===== src/shared/cies_params.svh =====
`ifndef CIES_PARAMS_SVH
`define CIES_PARAMS_SVH

// ----------------------------------------
// Widths
// ----------------------------------------
`define CIES_PC_W 15
`define CIES_LATCH_W 7
`define CIES_FADDR_W 7
`define CIES_BSEL_W 3
`define CIES_LIT_W 11
`define CIES_DATA_W 8
`define CIES_WDT_CNT_W 8
`define CIES_WDT_PRE_W 8

// ----------------------------------------
// Register byte offsets
// ----------------------------------------
`define CIES_OFF_ACC 12'h000
`define CIES_OFF_LATCH 12'h004
`define CIES_OFF_STATUS 12'h008
`define CIES_OFF_PC 12'h00c
`define CIES_OFF_STACK 12'h010
`define CIES_OFF_WDT 12'h014
`define CIES_OFF_FILE_BASE 12'h200
`define CIES_FILE_SEL_HI 11
`define CIES_FILE_SEL_LO 9
`define CIES_FILE_SEL_VAL 3'h1

// ----------------------------------------
// Status and watchdog field positions
// ----------------------------------------
`define CIES_ST_ZERO 2
`define CIES_ST_SLEEP_N 3
`define CIES_ST_EXPIRY_N 4
`define CIES_WDT_PRE_LSB 8

// ----------------------------------------
// Reset values
// ----------------------------------------
`define CIES_RST_PC 15'h0000
`define CIES_RST_ACC 8'h00
`define CIES_RST_LATCH 7'h00

`endif


===== src/shared/cies_pkg.sv =====
package cies_pkg;

	// Decoded opcodes presented by the fetch stage
	typedef enum logic [3:0] {
		CIES_OP_NOP = 4'h0,
		CIES_OP_SKIP_IF_BIT_HIGH = 4'h1,
		CIES_OP_SKIP_IF_BIT_LOW = 4'h2,
		CIES_OP_SUBROUTINE_JUMP = 4'h3,
		CIES_OP_SUBROUTINE_JUMP_COMPUTED = 4'h4,
		CIES_OP_ZERO_FILE = 4'h5,
		CIES_OP_ZERO_ACCUMULATOR = 4'h6,
		CIES_OP_WATCHDOG_KICK = 4'h7,
		CIES_OP_INVERT_FILE = 4'h8,
		CIES_OP_DECREMENT_FILE = 4'h9
	} cies_op_t;

	// Execution sequencer
	typedef enum logic [1:0] {
		CIES_ST_EXEC = 2'b01,
		CIES_ST_SECOND = 2'b10
	} cies_state_t;

endpackage


===== src/verilog/cies_exec.sv =====
// Notes on behaviour
// - Skip-high: bit set discards next, two cycles
// - Call pushes return address on the same edge that PC changes
// - Call: literal to PC[10:0], latch[6:3] above
// - Call takes two cycles, flags untouched
// - Computed call: push, acc low, latch high
// - Computed call takes two cycles, flags untouched
// - Zero-file clears register, sets zero flag
// - Zero-accumulator clears acc, sets zero flag only
// - Watchdog kick clears counter and prescaler
// - Watchdog kick sets expiry and sleep flags; same-cycle expiry or sleep entry wins
// - Invert-file complements, zero flag from result
// - Destination bit picks accumulator or file
// - Decrement-file wraps mod 256, zero flag, no skip
// - Skip-low: bit clear discards next, two cycles
//
// Chosen here: the APB slave port and the register offsets.
`timescale 1ns/1ps
`include "cies_params.svh"

module cies_exec #(
	parameter int WDT_CNT_W = `CIES_WDT_CNT_W,
	parameter int WDT_PRE_W = `CIES_WDT_PRE_W
) (
	// Clock and reset
	input wire logic clock_in,
	input wire logic rstn_in,
	// Decoded instruction
	input wire logic instr_valid_in,
	input wire cies_pkg::cies_op_t op_in,
	input wire logic [`CIES_FADDR_W-1:0] file_addr_in,
	input wire logic [`CIES_BSEL_W-1:0] bit_sel_in,
	input wire logic dest_in,
	input wire logic [`CIES_LIT_W-1:0] literal_in,
	output logic instr_ready_out,
	// Core state
	input wire logic sleep_enter_in,
	output logic [`CIES_PC_W-1:0] pc_out,
	output logic [`CIES_DATA_W-1:0] acc_out,
	output logic [`CIES_PC_W-1:0] stack_top_entry_out,
	output logic stack_push_out,
	output logic zero_flag_out,
	output logic expiry_flag_n_out,
	output logic sleep_flag_n_out,
	// APB slave
	input wire logic psel,
	input wire logic penable,
	input wire logic pwrite,
	input wire logic [11:0] paddr,
	input wire logic [31:0] pwdata,
	output logic [31:0] prdata,
	output logic pready,
	output logic pslverr
);

	// ----------------------------------------
	// State
	// ----------------------------------------
	cies_pkg::cies_state_t state, next_state;
	logic [`CIES_PC_W-1:0] pc, next_pc;
	logic [`CIES_DATA_W-1:0] acc, next_acc;
	logic [`CIES_LATCH_W-1:0] latch, next_latch;
	logic [`CIES_PC_W-1:0] stack_top, next_stack_top;
	logic push, next_push;
	logic zero, next_zero;
	logic expiry_n, next_expiry_n;
	logic sleep_n, next_sleep_n;
	logic ready, next_ready;
	logic [WDT_PRE_W-1:0] wdt_pre, next_wdt_pre;
	logic [WDT_CNT_W-1:0] wdt_cnt, next_wdt_cnt;
	logic [31:0] rdata, next_rdata;
	logic rdy, next_rdy;
	logic err, next_err;

	// File bank access
	logic file_we;
	logic [`CIES_FADDR_W-1:0] file_waddr;
	logic [`CIES_DATA_W-1:0] file_wdata;
	logic [`CIES_DATA_W-1:0] file_q;
	logic [`CIES_DATA_W-1:0] apb_file_q;

	// Instruction decode helpers
	logic take;
	logic tested_bit;
	logic [`CIES_DATA_W-1:0] result;
	logic writes_result;
	logic instr_file_we;
	logic acc_by_instr;
	logic wdt_expire;

	// APB decode helpers
	logic apb_setup;
	logic apb_write_done;
	logic file_hit;
	logic reg_hit;
	logic [`CIES_FADDR_W-1:0] apb_file_addr;

	cies_file_bank #(
		.DEPTH(128)
	) u_bank (
		.clock_in(clock_in),
		.wr_en_in(file_we),
		.wr_addr_in(file_waddr),
		.wr_data_in(file_wdata),
		.rd_a_addr_in(file_addr_in),
		.rd_a_data_out(file_q),
		.rd_b_addr_in(apb_file_addr),
		.rd_b_data_out(apb_file_q)
	);

	// ----------------------------------------
	// Decode
	// ----------------------------------------
	assign take = instr_valid_in && ready;
	assign tested_bit = file_q[bit_sel_in];
	assign apb_file_addr = paddr[8:2];
	assign file_hit = paddr[`CIES_FILE_SEL_HI:`CIES_FILE_SEL_LO] == `CIES_FILE_SEL_VAL;
	assign apb_setup = psel && !penable;
	assign apb_write_done = psel && penable && pready && pwrite;

	always_comb begin
		result = 8'h00;
		writes_result = 1'b0;
		case (op_in)
			cies_pkg::CIES_OP_ZERO_FILE: begin
				result = 8'h00;
				writes_result = 1'b1;
			end
			cies_pkg::CIES_OP_INVERT_FILE: begin
				result = ~file_q;
				writes_result = 1'b1;
			end
			cies_pkg::CIES_OP_DECREMENT_FILE: begin
				result = file_q - 8'h01;
				writes_result = 1'b1;
			end
			default: begin
				result = 8'h00;
				writes_result = 1'b0;
			end
		endcase
	end

	// Zero-file always lands in the file; the others follow the destination bit
	assign instr_file_we = take && writes_result &&
		(dest_in || op_in == cies_pkg::CIES_OP_ZERO_FILE);
	assign acc_by_instr = take && (op_in == cies_pkg::CIES_OP_ZERO_ACCUMULATOR ||
		(writes_result && !dest_in && op_in != cies_pkg::CIES_OP_ZERO_FILE));

	// Instruction write beats a bus write landing in the same cycle
	always_comb begin
		file_we = 1'b0;
		file_waddr = file_addr_in;
		file_wdata = result;
		if (instr_file_we) begin
			file_we = 1'b1;
		end else if (apb_write_done && file_hit) begin
			file_we = 1'b1;
			file_waddr = apb_file_addr;
			file_wdata = pwdata[`CIES_DATA_W-1:0];
		end
	end

	// ----------------------------------------
	// Sequencer and core registers
	// ----------------------------------------
	always_comb begin
		next_state = state;
		next_pc = pc;
		next_acc = acc;
		next_latch = latch;
		next_stack_top = stack_top;
		next_push = 1'b0;
		next_zero = zero;
		case (state)
			cies_pkg::CIES_ST_EXEC: begin
				if (take) begin
					next_pc = pc + 15'h0001;
					case (op_in)
						cies_pkg::CIES_OP_SKIP_IF_BIT_HIGH: begin
							if (tested_bit) begin
								next_state = cies_pkg::CIES_ST_SECOND;
							end
						end
						cies_pkg::CIES_OP_SKIP_IF_BIT_LOW: begin
							if (!tested_bit) begin
								next_state = cies_pkg::CIES_ST_SECOND;
							end
						end
						cies_pkg::CIES_OP_SUBROUTINE_JUMP: begin
							next_stack_top = pc + 15'h0001;
							next_push = 1'b1;
							next_pc = {latch[6:3], literal_in};
							next_state = cies_pkg::CIES_ST_SECOND;
						end
						cies_pkg::CIES_OP_SUBROUTINE_JUMP_COMPUTED: begin
							next_stack_top = pc + 15'h0001;
							next_push = 1'b1;
							next_pc = {latch, acc};
							next_state = cies_pkg::CIES_ST_SECOND;
						end
						cies_pkg::CIES_OP_ZERO_FILE: begin
							next_zero = 1'b1;
						end
						cies_pkg::CIES_OP_ZERO_ACCUMULATOR: begin
							next_acc = 8'h00;
							next_zero = 1'b1;
						end
						cies_pkg::CIES_OP_INVERT_FILE, cies_pkg::CIES_OP_DECREMENT_FILE: begin
							next_zero = result == 8'h00;
							if (!dest_in) begin
								next_acc = result;
							end
						end
						default: begin
							next_state = cies_pkg::CIES_ST_EXEC;
						end
					endcase
				end
			end
			cies_pkg::CIES_ST_SECOND: begin
				// Forced no-op slot; a skip steps over the discarded word
				if (!push) begin
					next_pc = pc + 15'h0001;
				end
				next_state = cies_pkg::CIES_ST_EXEC;
			end
			default: begin
				next_state = cies_pkg::CIES_ST_EXEC;
			end
		endcase
		// Software writes lose to an instruction touching the same register
		if (apb_write_done && !file_hit) begin
			if (paddr == `CIES_OFF_ACC && !acc_by_instr) begin
				next_acc = pwdata[`CIES_DATA_W-1:0];
			end
			if (paddr == `CIES_OFF_LATCH) begin
				next_latch = pwdata[`CIES_LATCH_W-1:0];
			end
		end
		next_ready = next_state == cies_pkg::CIES_ST_EXEC;
	end

	always_ff @(posedge clock_in) begin
		if (!rstn_in) begin
			state <= cies_pkg::CIES_ST_EXEC;
			pc <= `CIES_RST_PC;
			acc <= `CIES_RST_ACC;
			latch <= `CIES_RST_LATCH;
			stack_top <= `CIES_RST_PC;
			push <= 1'b0;
			zero <= 1'b0;
			ready <= 1'b1;
		end else begin
			state <= next_state;
			pc <= next_pc;
			acc <= next_acc;
			latch <= next_latch;
			stack_top <= next_stack_top;
			push <= next_push;
			zero <= next_zero;
			ready <= next_ready;
		end
	end

	// ----------------------------------------
	// Watchdog and power flags
	// ----------------------------------------
	assign wdt_expire = (&wdt_pre) && (&wdt_cnt);

	always_comb begin
		next_wdt_pre = wdt_pre + 1'b1;
		next_wdt_cnt = (&wdt_pre) ? wdt_cnt + 1'b1 : wdt_cnt;
		next_expiry_n = expiry_n;
		next_sleep_n = sleep_n;
		if (take && op_in == cies_pkg::CIES_OP_WATCHDOG_KICK) begin
			next_wdt_pre = '0;
			next_wdt_cnt = '0;
			next_expiry_n = 1'b1;
			next_sleep_n = 1'b1;
		end
		// Hardware events win over the kick in the same cycle
		if (wdt_expire) begin
			next_expiry_n = 1'b0;
		end
		if (sleep_enter_in) begin
			next_sleep_n = 1'b0;
		end
	end

	always_ff @(posedge clock_in) begin
		if (!rstn_in) begin
			wdt_pre <= '0;
			wdt_cnt <= '0;
			expiry_n <= 1'b1;
			sleep_n <= 1'b1;
		end else begin
			wdt_pre <= next_wdt_pre;
			wdt_cnt <= next_wdt_cnt;
			expiry_n <= next_expiry_n;
			sleep_n <= next_sleep_n;
		end
	end

	// ----------------------------------------
	// APB slave
	// ----------------------------------------
	// Read data is captured in the setup cycle so it leaves a flop
	always_comb begin
		next_rdata = 32'h0000_0000;
		reg_hit = 1'b1;
		if (file_hit) begin
			next_rdata[`CIES_DATA_W-1:0] = apb_file_q;
		end else begin
			case (paddr)
				`CIES_OFF_ACC: next_rdata[`CIES_DATA_W-1:0] = acc;
				`CIES_OFF_LATCH: next_rdata[`CIES_LATCH_W-1:0] = latch;
				`CIES_OFF_STATUS: begin
					next_rdata[`CIES_ST_ZERO] = zero;
					next_rdata[`CIES_ST_SLEEP_N] = sleep_n;
					next_rdata[`CIES_ST_EXPIRY_N] = expiry_n;
				end
				`CIES_OFF_PC: next_rdata[`CIES_PC_W-1:0] = pc;
				`CIES_OFF_STACK: next_rdata[`CIES_PC_W-1:0] = stack_top;
				`CIES_OFF_WDT: begin
					next_rdata[WDT_CNT_W-1:0] = wdt_cnt;
					next_rdata[`CIES_WDT_PRE_LSB +: WDT_PRE_W] = wdt_pre;
				end
				default: reg_hit = 1'b0;
			endcase
		end
		if (!(apb_setup && !pwrite)) begin
			next_rdata = 32'h0000_0000;
		end
		next_rdy = apb_setup;
		next_err = apb_setup && !reg_hit;
	end

	always_ff @(posedge clock_in) begin
		if (!rstn_in) begin
			rdata <= 32'h0000_0000;
			rdy <= 1'b0;
			err <= 1'b0;
		end else begin
			rdata <= next_rdata;
			rdy <= next_rdy;
			err <= next_err;
		end
	end

	// ----------------------------------------
	// Outputs
	// ----------------------------------------
	assign instr_ready_out = ready;
	assign pc_out = pc;
	assign acc_out = acc;
	assign stack_top_entry_out = stack_top;
	assign stack_push_out = push;
	assign zero_flag_out = zero;
	assign expiry_flag_n_out = expiry_n;
	assign sleep_flag_n_out = sleep_n;
	assign prdata = rdata;
	assign pready = rdy;
	assign pslverr = err;

endmodule


===== src/verilog/cies_file_bank.sv =====
`timescale 1ns/1ps
`include "cies_params.svh"

module cies_file_bank #(
	parameter int DEPTH = 128
) (
	// Clock
	input wire logic clock_in,
	// Write port
	input wire logic wr_en_in,
	input wire logic [`CIES_FADDR_W-1:0] wr_addr_in,
	input wire logic [`CIES_DATA_W-1:0] wr_data_in,
	// Read ports
	input wire logic [`CIES_FADDR_W-1:0] rd_a_addr_in,
	output logic [`CIES_DATA_W-1:0] rd_a_data_out,
	input wire logic [`CIES_FADDR_W-1:0] rd_b_addr_in,
	output logic [`CIES_DATA_W-1:0] rd_b_data_out
);

	// ----------------------------------------
	// Storage
	// ----------------------------------------
	// Contents are not cleared by reset, as in a real data bank
	logic [`CIES_DATA_W-1:0] mem [DEPTH];

	always_ff @(posedge clock_in) begin
		if (wr_en_in) begin
			mem[wr_addr_in] <= wr_data_in;
		end
	end

	assign rd_a_data_out = mem[rd_a_addr_in];
	assign rd_b_data_out = mem[rd_b_addr_in];

endmodule

===== config.mk =====
export PLATFORM = sky130hd
export DESIGN_NAME = cies_exec
export DESIGN_NICKNAME = d
export VERILOG_FILES = /design/src/shared/cies_pkg.sv /design/src/verilog/cies_exec.sv /design/src/verilog/cies_file_bank.sv
export VERILOG_INCLUDE_DIRS = /design/src /design/src/shared
export SDC_FILE = /design/constraint.sdc
export NUM_CORES = 2
export LEC_CHECK = 0
export BUFFER_PORTS_ARGS = -buffer_cell sky130_fd_sc_hd__buf_2
export CAP_MARGIN = 20
export CELL_PAD_IN_SITES_DETAIL_PLACEMENT = 1
export CELL_PAD_IN_SITES_GLOBAL_PLACEMENT = 1
export CORE_ASPECT_RATIO = 0.6
export CORE_UTILIZATION = 50
export CTS_CLUSTER_DIAMETER = 50
export DETAILED_ROUTE_END_ITERATION = 10
export GPL_TIMING_DRIVEN = 0
export PLACE_DENSITY = 0.86
export SYNTH_ARGS = -nofsm -noshare
export SYNTH_HDL_FRONTEND = slang
export SYNTH_HIERARCHICAL = 1
export SYNTH_SLANG_ARGS = --single-unit

===== constraint.sdc =====
create_clock -name clock_in -period 21.6 [get_ports clock_in]
set_input_delay 2.16 -clock clock_in [delete_from_list [all_inputs] [get_ports clock_in]]
set_output_delay 2.16 -clock clock_in [all_outputs]
set_load 0.005 [all_outputs]

==> Yosys cells after proc, flatten, opt, wreduce, memory -nomap -nowiden <==
Memories as Yosys holds them, arrays and structs flattened.
Index checks and enable logic that the tools add are counted.
{ "totals": {"reg_bits": 102, "ram_bits": 1024, "in_bits": 77, "n_memories": 1} }
{ "mem_list": {"columns": ["memory", "words", "width", "rd", "rd_ports_with_merged_regs", "wr", "line", "rtl"], "rows": [
  ["u_bank.mem", 128, 8, 2, 0, 1, "cies_file_bank.sv:24", "logic [`CIES_DATA_W-1:0] mem [DEPTH];"]
]} }
{ "op_classes": {"n_addsub": 4, "magnitude_cmp": 1, "eq_ne": 21, "muxes": 40, "n_bitwise": 4, "n_reduce_logical": 48} }
{ "op_table": {"columns": ["cell", "count"], "rows": [
  ["$mux 8", 8],
  ["$pmux 15 s2", 2],
  ["$pmux 8 s2", 2],
  ["$mux 15", 2],
  ["$eq 12x4->1 const B", 2],
  ["$eq 12x5->1 const B", 2],
  ["$pmux 7 s3", 1],
  ["$pmux 2 s5", 2],
  ["$pmux 3 s6", 1],
  ["$logic_and 1x1->1", 17],
  ["$add 8x1->8 const B", 2],
  ["$eq 4x3->1 const B", 4],
  ["$reduce_and 8->1", 2],
  ["$add 15x1->15 const B", 1],
  ["$mux 7", 2],
  ["$eq 12x3->1 const B", 1],
  ["$logic_not 12->1", 1],
  ["$mux 1", 12],
  ["$reduce_and 3->1", 4],
  ["$eq 4x2->1 const B", 2],
  ["$eq 4x4->1 const B", 2],
  ["$logic_not 8->1", 1],
  ["$mux 2", 4],
  ["$not 8->8", 1],
  ["21 further kinds", 40]
]} }

==> Longest topological paths before layout <==
{ "depth": {"word_depth": 11, "depth_mapped": 14, "mapped_depth_nobuf": 11} }

==> Hierarchy <==
Netlist, hierarchy kept.
{ "modules_own_cells": {"columns": ["module", "instances", "cells_per_inst", "area_per_inst_um2", "seq_area_each_um2"], "rows": [
  ["cies_file_bank", 1, 2047, 47528.1, 30749.5],
  ["cies_exec", 1, 583, 5017.3, 1721.7]
]} }

==> Worst setup path after synthesis <==
No wires, ideal clock.
{ "synth_timing": {"kind": "input port to flip-flop", "start": "input port file_addr_in[0]", "end": "memory u_bank/mem[0][6] (netlist name), data pin", "arrival_ns": 10.921, "t_required_ns": 20.375, "setup_slack_ns": 9.454, "stages": 12, "n_path_buf": 2, "path_cell_list": "clkbuf_1 > buf_1 > mux4_2 > mux4_2 > mux4_2 > mux2_2 > inv_1 > ha_1 > or3b_2 > o31ai_1 > xnor2_1 > o31ai_1"} }
{ "synth_between": {"elab_chain_cells": 5, "word_cells_on_any_way": 6, "classes_between": "1 x add/sub; 3 x mux; 1 x bitwise; 1 x memory"} }
{ "synth_rtl": {"columns": ["element", "line", "rtl"], "rows": [
  ["from (decl)", "cies_exec.sv:31", "input wire logic [`CIES_FADDR_W-1:0] file_addr_in,"],
  ["$mem_v2 128x8 (*)", null, null],
  ["net file_q[0]", "cies_exec.sv:79", "logic [`CIES_DATA_W-1:0] file_q;"],
  ["$sub 8x1->8 (*)", "cies_exec.sv:134", "result = file_q - 8'h01;"],
  ["$pmux 8 s2 (*)", "cies_exec.sv:124", "case (op_in)"],
  ["$mux 8", "cies_exec.sv:157", "end else if (apb_write_done && file_hit) begin"],
  ["$mux 8 (*)", "cies_exec.sv:155", "if (instr_file_we) begin"],
  ["net file_wdata[6]", "cies_exec.sv:78", "logic [`CIES_DATA_W-1:0] file_wdata;"],
  ["to (decl)", "cies_file_bank.sv:24", null]
]} }
Mark *: on every way through the listed nets, which the timed path passes. The rest lies on a longest branch.

==> Worst setup path in the final report <==
{ "layout_timing": {"start": "input port file_addr_in[2]", "end": "memory u_bank/mem[88][6] (netlist name), data pin"} }
The elaborated chain is that of the path after synthesis.

==> metrics <==
Most Crowded Layer GR=met2; fin nets=around 3,000; via count=around 35,000; maximum vdd ir drop=slightly below 0.08 mV; Max-slew headroom=about 3.8%; CP Data Arrival Time=around 9 ns; mux share of post-synthesis cell area=a little under a third; clock skew=~0.056 ns; CP Capture Type=flip-flop; Post-Synth Simple-Gate Area=under 10%; mean post-synth cell area=roughly 20 sq um; adder and majority gate portion of the synthesized area=0.0952%; met3 usage=between 20% and 30%; Row Count=91; die outline height=253 um; hold_buf cts=0; GRT met2 Usage=between 50% and 60%; Synth Area in Compound Gates=2.15%; CTS Buf Count=100; Post-synth EDFFs=1,024; Vias/cell=7.88; pre-CTS setup slack=12.91 ns; Cells after Synth=2,630; gpl congestion=around 1.1; global-route track usage on met1=around half; Hold Path Cell Cnt=2; RSZ-0062 raised after global routing=false; overall die area=between 100,000 and 150,000 sq um; max-slew violations=0; Worst R2R Path Depth=10; Port-buffer cells=110; status=finished clean; Post-CTS Repair Setup Buffers=0; final hold vios=0; share of the yosys chip area belonging to registers=roughly three fifths; DR WL/cell=46.5 um; DR iter-0 viols=between 7,000 and 8,000; Root Buffer=clkbuf_16; initial antenna violation count=28; Post-DRT Antenna Nets=0; largest family of logic cells by synthesized area=multiplexers; min cycle time layout=about 8.5 ns; first-pass GRT wire length=between 200 and 300 mm; crit path launch type=input port; clock latency on the worst-skew pair=0.76 ns; post-CTS sizing=0; Critical Path RT=between 20 and 25 ns; drt first pass iters=9; final hold slack=approximately 0.53 ns; vias in the first global route=~34,000; fraction of layout cells with a size suffix above 1=38.6%; Min-Delay Path Class=reg -> reg; PD cells=79.8 nW/um^2; xor and xnor fraction of the mapped netlist area=less than 1%; Distinct cells, synth=68; DRC=0; Core ar.=103,000 sq um; final wirelength=around 200 mm; Clk pin slew, worst setup/hold paths=around 0.07 ns; GR Overflow Total=0; Die Width=~420 um; Post-DP HPWL=about 150 mm; predominant post-synthesis flop cell=edfxtp_1; share of the clock period used by the worst path=39.2%; Worst Path Max Fanout=27; Final WS setup=between 10 and 15 ns; area added between synthesis and finish=13.8%; Peak Freq=around 120 MHz; CTS tree=built; synthesized area=52,500 sq um; clock sink total=about 1,100; Clock Path Buffers=3; maxcap violations=0; critical path class=in -> reg; Setup TNS=0 ns; Top Ports=154; Final Setup Violations=0; Starting Density=about half; FILL cells=8,961; gr usage total=just under 40%; ys async rst share=0%; yosys warns=6; Pleak=about 19 nW; largest net degree at the start of global routing=41; H-tree depth=3; Worst Tran Pin Value=between 1 and 1.5 ns; Seq cells post-synth=around 1,100
sequential cells by signal, summed over array words and instances, names as in the netlist, 2 cells and up:
register             cells
pc_out                  15
wdt_pre                  8
latch                    7
acc_out                  8
stack_top_entry_out     15
prdata                  16
state                    2
u_bank/mem            1024
wdt_cnt                  8
worst paths after layout:
path                        start                end  slack, ns
setup / recovery  file_addr_in[2]  u_bank/mem[88][6]      13.14
setup reg to reg  instr_ready_out  u_bank/mem[95][6]      15.33
hold / removal         acc_out[5]         acc_out[5]       0.53
hold reg to reg        acc_out[5]         acc_out[5]       0.53
per-stage QoR:
stage	area [sq um]	util [%]	cells	total power, mW
global route	59800	57.8	4417	4.82
detailed placement	56100	54.3	4207	2.87
global placement	54900	53.1	4150	2.84
finish	59800	57.9	4435	4.77
CTS	59500	57.5	4392	4.73
floorplan	52600	-	2645	2.67
worst max-delay path, cell delays in order:
cell and delay [ns]:
buf_2 0.26, clkbuf_1 0.87, clkbuf_1 0.93, mux4_2 0.43
mux4_2 0.58, mux4_2 0.59, mux2_2 0.42, inv_1 0.16
ha_1 0.22, or3b_2 0.50, o31ai_1 0.37, xnor2_1 0.28
o31ai_4 0.48, buf_8 0.28, buf_8 0.20, buf_8 0.21
cell families after synthesis:
kind of cell    count (synthesis)
mux                           731
buf+inv                       233
compound gates                158
other cells                     1
flops                        1110
xor+xnor                       30
simple gates                  363
fa+ha+maj                       4
cells in the final DEF (no fill, tap or decap), types with 16 or more instances in the layout:
master	instances
a21oi_1	19
a22oi_1	27
buf_1	40
buf_16	18
buf_2	149
buf_4	49
buf_8	41
clkbuf_1	115
clkbuf_16	100
clkinv_1	17
clkinv_2	16
conb_1	16
dfxtp_1	86
diode_2	23
edfxtp_1	1024
mux2_2	39
mux4_2	677
nand2_1	49
nand3_1	30
nor2_1	193
nor3_1	18
o21ai_0	35
Yosys cell counts, drive strengths merged (4+ instances only):
library cell  number  area, sq um
nor3              24          125
a32o               6         60.1
edfxtp          1024        30700
o21ai             39          195
xnor2             15          131
dfxtp             86         1720
nand2b             5         31.3
nor2             193          724
mux4             677        15200
o31ai             10         75.1
buf              124          697
nand2             49          184
xor2              15          131
o2bb2ai            4         35.0
ha                 4         50.1
clkbuf            96          360
a21oi             19         95.1
nor2b             10         62.6
mux2              39          439
a22o               5         43.8
o22ai              5         31.3
nor4               4         55.1
a22oi             27          203
mux2i             15          150
nand3             30          150
nand4             13         81.3
inv               12         45.0
o21a               4         30.0
or3                7         43.8
and3               4         25.0
a211oi            13          118
final cells by class:
| cell class | count | area (sq um) | area share [%] |
|---|---|---|---|
| clock inverter | 66 | 810 | 1.35 |
| tap | 1395 | 1750 | 2.92 |
| clock buffer | 119 | 2570 | 4.30 |
| sequential | 1110 | 32500 | 54.3 |
| antenna | 23 | 57.6 | 0.0962 |
| inverter | 13 | 48.8 | 0.0816 |
| multi-input combinational | 1302 | 19200 | 32.0 |
| timing repair buffer | 187 | 1880 | 3.15 |
| buffer | 220 | 1060 | 1.77 |
power by group:
part | switching, mW | internal, mW | total (mW)
clock network | 0.866 | 1.04 | 1.91
registers | 0.00661 | 2.35 | 2.35
logic | 0.317 | 0.195 | 0.512
routing by layer:
metal	share of wire, %	vias to the layer above
li1	-	12000
met1	34	18300
met2	41	3954
met3	20	674
met4	4.2	31
met5	0.55	-
Note: power is estimated with default switching activity, not from simulation.
